### src/common/lpi_pkg.sv
// constants and types for the light/proximity readout block
package lpi_pkg;
  localparam logic [7:0] LPI_ADDR_ALS_HI = 8'h85;
  localparam logic [7:0] LPI_ADDR_ALS_LO = 8'h86;
  localparam logic [7:0] LPI_ADDR_PROX_HI = 8'h87;
  localparam logic [7:0] LPI_ADDR_PROX_LO = 8'h88;
  localparam logic [7:0] LPI_ADDR_CTRL = 8'h89;
  localparam logic [7:0] LPI_ADDR_TLO_HI = 8'h8A;
  localparam logic [7:0] LPI_ADDR_TLO_LO = 8'h8B;
  localparam logic [7:0] LPI_ADDR_THI_HI = 8'h8C;
  localparam logic [7:0] LPI_ADDR_THI_LO = 8'h8D;
  localparam logic [7:0] LPI_ADDR_STATUS = 8'h8E;
  localparam int LPI_CNT_LSB = 5;
  localparam int LPI_CNT_W = 3;
  localparam int LPI_PROX_EN = 3;
  localparam int LPI_ALS_EN = 2;
  localparam int LPI_THR_EN = 1;
  localparam int LPI_THR_SEL = 0;
  localparam int LPI_ST_W = 4;
  localparam int LPI_ST_PROX = 3;
  localparam int LPI_ST_ALS = 2;
  localparam int LPI_ST_LOW = 1;
  localparam int LPI_ST_HIGH = 0;
  localparam logic [7:0] LPI_CTRL_RST = 8'h00;
  localparam logic [15:0] LPI_RES_RST = 16'h0000;
  localparam logic [15:0] LPI_TLO_RST = 16'h0000;
  localparam logic [15:0] LPI_THI_RST = 16'hFFFF;
  localparam logic [7:0] LPI_PARAM_RST = 8'h00;
  localparam logic [7:0] LPI_RD_NONE = 8'h00;
  // bus address of this device, value arbitrary
  localparam logic [6:0] LPI_I2C_ADDR = 7'h2A;
  localparam logic [3:0] LPI_BYTE_BITS = 4'h8;
  localparam logic [3:0] LPI_LAST_BIT = 4'h7;
  localparam logic [1:0] LPI_PH_ADDR = 2'h0;
  localparam logic [1:0] LPI_PH_PTR = 2'h1;
  localparam logic [1:0] LPI_PH_DATA = 2'h2;
  typedef enum logic [2:0] {
    LPI_IDLE, LPI_RX, LPI_RACK, LPI_TX, LPI_TACK
  } lpi_i2c_state_t;
  typedef struct packed {
    logic scl_s1;
    logic scl_s2;
    logic scl_d;
    logic sda_s1;
    logic sda_s2;
    logic sda_d;
    lpi_i2c_state_t state;
    logic [1:0] phase;
    logic [3:0] bits;
    logic [7:0] shift;
    logic rw;
    logic nack;
    logic [7:0] ptr;
    logic [7:0] wdata;
    logic wr;
    logic sda_oe;
  } lpi_i2c_st_t;
  typedef struct packed {
    logic [15:0] als;
    logic [15:0] prox;
    logic [15:0] thr_lo;
    logic [15:0] thr_hi;
    logic [7:0] ctrl;
    logic [LPI_ST_W-1:0] flags;
    logic [7:0] run_cnt;
    logic [7:0] param;
    logic st_prev;
  } lpi_core_st_t;
endpackage : lpi_pkg

### src/common/lpi_reg_if.sv
// register access path between serial engine and register file
interface lpi_reg_if;
  logic [7:0] addr;
  logic [7:0] wdata;
  logic wr;
  logic [7:0] rdata;
  modport engine (output addr, output wdata, output wr, input rdata);
  modport regs (input addr, input wdata, input wr, output rdata);
endinterface : lpi_reg_if

### src/hdl/lpi_readout.sv
// result registers, threshold watch and interrupt flags
// Overview of operation
// - the ambient result is a 16-bit value, upper byte 85h, lower 86h.
// - both ambient result bytes are read-only and host writes do nothing.
// - the proximity result is a 16-bit value, upper byte 87h, lower 88h.
// - both proximity result bytes are read-only against host writes.
// - a 3-bit count field at 89h needs 2**n straight out-of-range samples.
// - separate enables raise flags on new ambient and proximity results.
// - a threshold enable flags the watched value above high or below low.
// - with the select bit at 0 the thresholds watch proximity results.
// - with the select bit at 1 the thresholds watch ambient results.
// - while self-timed mode runs a new ambient parameter waits until the mode stops.
// - low threshold sits at 8Ah/8Bh and high threshold at 8Ch/8Dh.
// - each status flag stays 1 until the host writes 1 to its bit.
// - the interrupt pin is pulled low while any status flag is 1.
module lpi_readout
  import lpi_pkg::*;
(
  input wire logic sys_clk,
  input wire logic rst_n,
  input wire logic scl_pin,
  input wire logic sda_pin_in,
  output logic sda_pin_out,
  output logic sda_pin_oe,
  output logic int_pad_out,
  output logic int_pad_oe,
  input wire logic [15:0] als_in,
  input wire logic als_valid,
  input wire logic [15:0] prox_in,
  input wire logic prox_valid,
  input wire logic self_timed_en,
  input wire logic [7:0] als_param_in,
  output logic [7:0] als_param_applied
);
  lpi_reg_if bus ();
  lpi_core_st_t r;
  lpi_core_st_t n;
  logic [7:0] rd;
  logic [7:0] persist_tgt;
  logic sel_als;
  logic sel_valid;
  logic [15:0] sel_val;
  logic above;
  logic below;
  logic [LPI_ST_W-1:0] set_v;
  logic [LPI_ST_W-1:0] clr_v;

  lpi_i2c_slave u_slave (
    .sys_clk(sys_clk),
    .rst_n(rst_n),
    .scl_pin(scl_pin),
    .sda_pin_in(sda_pin_in),
    .sda_pin_out(sda_pin_out),
    .sda_pin_oe(sda_pin_oe),
    .bus(bus.engine)
  );

  // watched measurement and its limits
  assign persist_tgt = 8'h01 << r.ctrl[LPI_CNT_LSB +: LPI_CNT_W];
  assign sel_als = r.ctrl[LPI_THR_SEL];
  assign sel_valid = sel_als ? als_valid : prox_valid;
  assign sel_val = sel_als ? als_in : prox_in;
  assign above = sel_val > r.thr_hi;
  assign below = sel_val < r.thr_lo;

  always_comb begin
    n = r;
    rd = LPI_RD_NONE;
    set_v = '0;
    clr_v = '0;
    // both bytes of a pair load in the same cycle
    if (als_valid) begin
      n.als = als_in;
    end
    if (prox_valid) begin
      n.prox = prox_in;
    end
    // parameter held while self-timed runs
    n.st_prev = self_timed_en;
    if (!self_timed_en || !r.st_prev) begin
      n.param = als_param_in;
    end
    // data ready flags
    if (als_valid && r.ctrl[LPI_ALS_EN]) begin
      set_v[LPI_ST_ALS] = 1'b1;
    end
    if (prox_valid && r.ctrl[LPI_PROX_EN]) begin
      set_v[LPI_ST_PROX] = 1'b1;
    end
    // consecutive out-of-range counting
    if (sel_valid) begin
      if (above || below) begin
        if (8'(r.run_cnt + 8'h01) >= persist_tgt) begin
          n.run_cnt = '0;
          if (r.ctrl[LPI_THR_EN]) begin
            set_v[LPI_ST_HIGH] = above;
            set_v[LPI_ST_LOW] = below;
          end
        end else begin
          n.run_cnt = 8'(r.run_cnt + 8'h01);
        end
      end else begin
        n.run_cnt = '0;
      end
    end
    // host register writes
    if (bus.wr) begin
      if (bus.addr == LPI_ADDR_CTRL) begin
        n.ctrl = bus.wdata;
      end else if (bus.addr == LPI_ADDR_TLO_HI) begin
        n.thr_lo[15:8] = bus.wdata;
      end else if (bus.addr == LPI_ADDR_TLO_LO) begin
        n.thr_lo[7:0] = bus.wdata;
      end else if (bus.addr == LPI_ADDR_THI_HI) begin
        n.thr_hi[15:8] = bus.wdata;
      end else if (bus.addr == LPI_ADDR_THI_LO) begin
        n.thr_hi[7:0] = bus.wdata;
      end else if (bus.addr == LPI_ADDR_STATUS) begin
        clr_v = bus.wdata[LPI_ST_W-1:0];
      end
      // result addresses fall through untouched
    end
    // new event wins over a clear in the same cycle
    n.flags = (r.flags & ~clr_v) | set_v;
    // register read mux
    if (bus.addr == LPI_ADDR_ALS_HI) begin
      rd = r.als[15:8];
    end else if (bus.addr == LPI_ADDR_ALS_LO) begin
      rd = r.als[7:0];
    end else if (bus.addr == LPI_ADDR_PROX_HI) begin
      rd = r.prox[15:8];
    end else if (bus.addr == LPI_ADDR_PROX_LO) begin
      rd = r.prox[7:0];
    end else if (bus.addr == LPI_ADDR_CTRL) begin
      rd = r.ctrl;
    end else if (bus.addr == LPI_ADDR_TLO_HI) begin
      rd = r.thr_lo[15:8];
    end else if (bus.addr == LPI_ADDR_TLO_LO) begin
      rd = r.thr_lo[7:0];
    end else if (bus.addr == LPI_ADDR_THI_HI) begin
      rd = r.thr_hi[15:8];
    end else if (bus.addr == LPI_ADDR_THI_LO) begin
      rd = r.thr_hi[7:0];
    end else if (bus.addr == LPI_ADDR_STATUS) begin
      rd = {{(8-LPI_ST_W){1'b0}}, r.flags};
    end
  end

  always_ff @(posedge sys_clk or negedge rst_n) begin
    if (!rst_n) begin
      r <= '{als: LPI_RES_RST, prox: LPI_RES_RST, thr_lo: LPI_TLO_RST,
             thr_hi: LPI_THI_RST, ctrl: LPI_CTRL_RST, flags: '0,
             run_cnt: '0, param: LPI_PARAM_RST, st_prev: 1'b0};
    end else begin
      r <= n;
    end
  end

  assign bus.rdata = rd;
  assign int_pad_out = 1'b0;
  assign int_pad_oe = |r.flags;
  assign als_param_applied = r.param;
endmodule : lpi_readout

### src/hdl/lpi_i2c_slave.sv
// serial two-wire slave turning bus bytes into register accesses
module lpi_i2c_slave
  import lpi_pkg::*;
(
  input wire logic sys_clk,
  input wire logic rst_n,
  input wire logic scl_pin,
  input wire logic sda_pin_in,
  output logic sda_pin_out,
  output logic sda_pin_oe,
  lpi_reg_if.engine bus
);
  lpi_i2c_st_t r;
  lpi_i2c_st_t n;
  logic scl_rise;
  logic scl_fall;
  logic start_c;
  logic stop_c;

  assign scl_rise = r.scl_s2 & ~r.scl_d;
  assign scl_fall = ~r.scl_s2 & r.scl_d;
  assign start_c = r.scl_s2 & r.scl_d & ~r.sda_s2 & r.sda_d;
  assign stop_c = r.scl_s2 & r.scl_d & r.sda_s2 & ~r.sda_d;

  always_comb begin
    n = r;
    n.scl_s1 = scl_pin;
    n.scl_s2 = r.scl_s1;
    n.scl_d = r.scl_s2;
    n.sda_s1 = sda_pin_in;
    n.sda_s2 = r.sda_s1;
    n.sda_d = r.sda_s2;
    n.wr = 1'b0;
    if (start_c) begin
      n.state = LPI_RX;
      n.phase = LPI_PH_ADDR;
      n.bits = '0;
      n.sda_oe = 1'b0;
    end else if (stop_c) begin
      n.state = LPI_IDLE;
      n.sda_oe = 1'b0;
    end else begin
      case (r.state)
        LPI_RX: begin
          if (scl_rise) begin
            n.shift = {r.shift[6:0], r.sda_s2};
            n.bits = 4'(r.bits + 4'h1);
          end else if (scl_fall && r.bits == LPI_BYTE_BITS) begin
            n.bits = '0;
            n.state = LPI_RACK;
            n.sda_oe = 1'b1;
            if (r.phase == LPI_PH_ADDR) begin
              n.rw = r.shift[0];
              if (r.shift[7:1] != LPI_I2C_ADDR) begin
                n.state = LPI_IDLE;
                n.sda_oe = 1'b0;
              end
            end else if (r.phase == LPI_PH_PTR) begin
              n.ptr = r.shift;
            end else begin
              n.wr = 1'b1;
              n.wdata = r.shift;
            end
          end
        end
        LPI_RACK: begin
          if (scl_fall) begin
            n.sda_oe = 1'b0;
            if (r.rw) begin
              n.shift = bus.rdata;
              n.ptr = 8'(r.ptr + 8'h01);
              n.state = LPI_TX;
              n.bits = '0;
              n.sda_oe = ~bus.rdata[7];
            end else begin
              n.state = LPI_RX;
              if (r.phase == LPI_PH_DATA) begin
                n.ptr = 8'(r.ptr + 8'h01);
              end
              n.phase = (r.phase == LPI_PH_ADDR) ? LPI_PH_PTR : LPI_PH_DATA;
            end
          end
        end
        LPI_TX: begin
          if (scl_fall) begin
            if (r.bits == LPI_LAST_BIT) begin
              n.state = LPI_TACK;
              n.sda_oe = 1'b0;
            end else begin
              n.bits = 4'(r.bits + 4'h1);
              n.shift = {r.shift[6:0], 1'b0};
              n.sda_oe = ~r.shift[6];
            end
          end
        end
        LPI_TACK: begin
          if (scl_rise) begin
            n.nack = r.sda_s2;
          end else if (scl_fall) begin
            if (r.nack) begin
              n.state = LPI_IDLE;
            end else begin
              n.shift = bus.rdata;
              n.ptr = 8'(r.ptr + 8'h01);
              n.state = LPI_TX;
              n.bits = '0;
              n.sda_oe = ~bus.rdata[7];
            end
          end
        end
        default: begin
          n.sda_oe = 1'b0;
        end
      endcase
    end
  end

  always_ff @(posedge sys_clk or negedge rst_n) begin
    if (!rst_n) begin
      r <= '0;
    end else begin
      r <= n;
    end
  end

  assign bus.addr = r.ptr;
  assign bus.wdata = r.wdata;
  assign bus.wr = r.wr;
  assign sda_pin_out = 1'b0;
  assign sda_pin_oe = r.sda_oe;
endmodule : lpi_i2c_slave

### config.mk
export PLATFORM = sky130hd
export DESIGN_NAME = lpi_readout
export DESIGN_NICKNAME = d
export VERILOG_FILES = /design/src/common/lpi_pkg.sv /design/src/common/lpi_reg_if.sv /design/src/hdl/lpi_readout.sv /design/src/hdl/lpi_i2c_slave.sv
export SDC_FILE = /design/constraint.sdc
export NUM_CORES = 1
export LEC_CHECK = 0
export BUFFER_PORTS_ARGS = -buffer_cell sky130_fd_sc_hd__buf_4
export CORE_AREA = 2 2 137 139
export CTS_CLUSTER_DIAMETER = 30
export DETAILED_ROUTE_END_ITERATION = 8
export DIE_AREA = 0 0 139 141
export GPL_TIMING_DRIVEN = 0
export SETUP_SLACK_MARGIN = 0.15
export SYNTH_ARGS = -nofsm -noshare
export SYNTH_HDL_FRONTEND = slang
export SYNTH_SLANG_ARGS = --single-unit
### constraint.sdc
create_clock -name sys_clk -period 5.9 [get_ports sys_clk]
set_clock_uncertainty 0.05 [all_clocks]
set_input_delay 1.77 -clock sys_clk [delete_from_list [all_inputs] [get_ports sys_clk]]
set_output_delay 1.77 -clock sys_clk [all_outputs]
set_load 0.005 [all_outputs]
==> metrics.md <==
| Metric | Value |
|---|---|
| Finished Cell Area | 9400 um^2 |
| Synth warn | 0 |
| Core area | 18,300 um^2 |
| Max stage delay on crit path | 0.85 ns |
| Largest cells by area after synthesis | dfrtp_1 37%, mux2_2 14%, ha_1 7.1% |
| Max stage delay cell, worst path | a2111oi_1 |
| Vias in the first global route | 6,558 |
| Fin Hold WS | 0.302 ns |
| Width of the die | 139 um |
| Synth-to-layout area growth | 16.8% |
| Num CTS Buffers | 17 |
| RSZ-0062 raised after global routing | false |
| First-pass GRT wire length | 37,900 um |
| Commonest cells after routing, fill and taps aside | 120 x dfrtp_1, 98 x mux2_2, 74 x nand2_1 |
| Post-synth top area cell | dfrtp_1 |
| Post-cts sizing count | 0 |
| Tcrit/Tclk final | 0.757 |
| Critical Path AT | 4.75 ns |
| Layout cells sized above 1 | 0.246 |
| Antenna Violating Nets Remaining | 0 |
| Vias per inst | 5.86 |
| Worst-Skew Late Latency | 0.43 ns |
| Final setup viols | 0 |
| Crit start category | input pin |
| Die ar. | 19,600 um^2 |
| Max Cap Violations | 0 |
| Post-DP HPWL | 17,800 um |
| GRT Total Usage | 0.251 |
| Hold Vio Cnt, Final | 0 |
| R2R Path Start | r[21] |
| CTS Hold Bufs | 0 |
| #FFs+latches synth | 136 |
| Initial core utilization | 0.441 |
| Slew @ Worst Pin | 0.946 ns |
| CP cell instances | buf_4, mux2_2, ha_1, a21o_1, a2111oi_0, o31ai_1, a2111oi_1, nor2_1, o21ai_0 |
| CTS H-tree lvls | 4 |
| Post-synth EDFFs | 0 |
| Critical path capture point type | flip-flop |
| WP buf/inv | 1 |
| Area of the multi-input gates | 4240 um^2 |
| Origin of the worst setup path | als_in[4] |
| FILL cells | 1,718 |
| VDD IR-drop max | 0.000217 V |
| Buffer depth of the longest clock path | 2 |
| Crit path max fanout | 7 |
| Crit Path Category | input pin to flip-flop |
| HP Start | u_slave.n[38] |
| Top cell type's share of synthesized area | 0.373 |
| Final nets | 984 |
| GP Congestion | 0.998 |
| Reg area | 3420 um^2 |
| Post-synthesis instance total | 815 |
| PnR worst setup slack | 1.43 ns |
| Setup WS pre-CTS | 1.02 ns |
| Syn avg cell area | 9.88 um^2 |
| LEAKAGE | 4.04 nW |
| Clk sinks | 136 |
| Post-CTS Setup Bufs | 0 |
| Final cell count without fillers | 1,138 |
| CTS tree | yes |
| PD cells | 297 nW/um^2 |
| Seq/Total Area, Yosys | 0.425 |
| Pin count of the biggest net entering global routing | 96 |
| FMAX | 224 MHz |
| Vias post-DR | 6,663 |
| Rel. slew slack | 0.368 |
| Root buffer cell | clkbuf_16 |
| Flop2flop setup slack | 1.55 ns |
| Antenna diodes | 0 |
| Sum Neg Setup Slack | 0 ns |
| DRT iter0 DRCs | 424 |
| Row count | 50 |
| Placed Instances | 1,106 |
| Commonest non-fill, non-tap cell in the layout | dfrtp_1 |
| Clock slew at reported path FFs | 0.06 ns |
| Aggregate global routing overflow | 0 |
| Min-delay worst type | flip-flop to flip-flop |
| Critical path's top delay family | compound AO/OA/AOI/OAI gates |
| Main flop type after synthesis | dfrtp_1 |
| Area post-placement | 8790 um^2 |
| Netlist cell types | 69 |
| Avg WL per Cell | 20.8 um |
| Post-synthesis instance area | 8050 um^2 |
| DRT Pass-1 Iters | 5 |
| Pins over their slew limit | 0 |
| CP required | 6.19 ns |
| DRC violations left | 0 |
| Die H | 141 um |
| I/O Pins | 59 |
| Final WL | 23,700 um |
| Initial antenna violation count | 0 |
| Fin crit period | 4.47 ns |
| Port Buffers | 55 |
| Outcome | complete, no violations |
| Asr flop ratio synth | 1.00 |
synth_stat cells, types with 4 or more instances:
cell and number:
and3_1 7, or3_1 5, nand3b_1 5, a22o_1 7, dfstp_2 16, nand2_1 74, nor3_1 18, buf_4 10
buf_2 4, nand4_1 11, buf_1 4, o21ai_0 46, o22ai_1 15, nor2_1 44, ha_1 46, o21a_1 4
a21oi_1 42, a22oi_1 5, a21o_1 9, dfrtp_1 120, a221oi_1 6, inv_1 47, mux2_2 98, xnor2_1 4
clkbuf_1 27, nand2b_1 12, nand3_1 31, o211ai_1 12, nor2b_1 12, a211oi_1 7
worst register-to-register path: stages, from the launching register on:
cell and delay [ns]:
dfrtp_1 0.36, clkbuf_1 0.61, buf_1 0.60, mux2_2 0.44
ha_1 0.20, a2111oi_0 0.40, o31ai_1 0.17, a2111oi_1 0.85
nor2_1 0.31, o21ai_0 0.26
through the flow:
| step | power (W) | utilization |
|---|---|---|
| 2_1_floorplan | 0.00145 | - |
| 3_3_place_gp | 0.00170 | 0.480 |
| 3_5_place_dp | 0.00170 | 0.481 |
| 4_1_cts | 0.00281 | 0.515 |
| 5_1_grt | 0.00292 | 0.515 |
| 6_report | 0.00280 | 0.515 |
power breakdown:
group	leakage, nW	switching (W)	internal [W]	total (W)
Clock	0.299	0.000421	0.000679	0.00110
Combinational	2.02	0.000396	0.000232	0.000629
Sequential	1.72	0.0000744	0.000993	0.00107
Total	4.04	0.000892	0.00190	0.00280
flip-flops by register name (all words and copies together) (netlist names):
register and cells:
r 85, u_slave.bus.addr 8, u_slave.n 4, u_slave.sda_pin_oe 1
als_param_applied 8, u_slave.bus.wdata 8, u_slave.bus.wr 1, u_slave.r 21
kinds of logic after synthesis:
family,after synthesis,share of synthesized area
AND/OR/NAND/NOR,237,0.147
multiplexers,101,0.141
adder cells (fa/ha/maj),46,0.0715
buffers and inverters,93,0.0486
AO/OA/AOI/OAI,194,0.159
XOR/XNOR,7,0.00761
flip-flops,136,0.425
other,1,0.000466
final cells by class:
| cell class | instances | area share |
|---|---|---|
| Tap cell | 234 | 0.0311 |
| Inverter | 48 | 0.0192 |
| Clock inverter | 10 | 0.0124 |
| Timing Repair Buffer | 56 | 0.0472 |
| Multi-Input combinational cell | 587 | 0.451 |
| Buffer | 45 | 0.0225 |
| Clock buffer | 22 | 0.0526 |
| Sequential cell | 136 | 0.364 |
per-layer routing:
layer  share of wire  wire length [um]  up-vias  track usage
li1                -                 -     3118            -
met1            0.45             10600     3243        0.339
met2            0.46             10900      253        0.401
met3           0.059              1390       49       0.0472
met4           0.031               735        0       0.0978
met5               0                 0        -            0
worst paths after layout:
kind | endpoint | cells past startpoint
max in group asynchronous | r[33] | 2
min in group asynchronous | r[77] | 1
max reg2reg | r[10] | 9
min reg2reg | u_slave.n[37] | 0
min | u_slave.n[37] | 0
max | r[10] | 9
No activity file was read; power rests on OpenSTA's default activity.
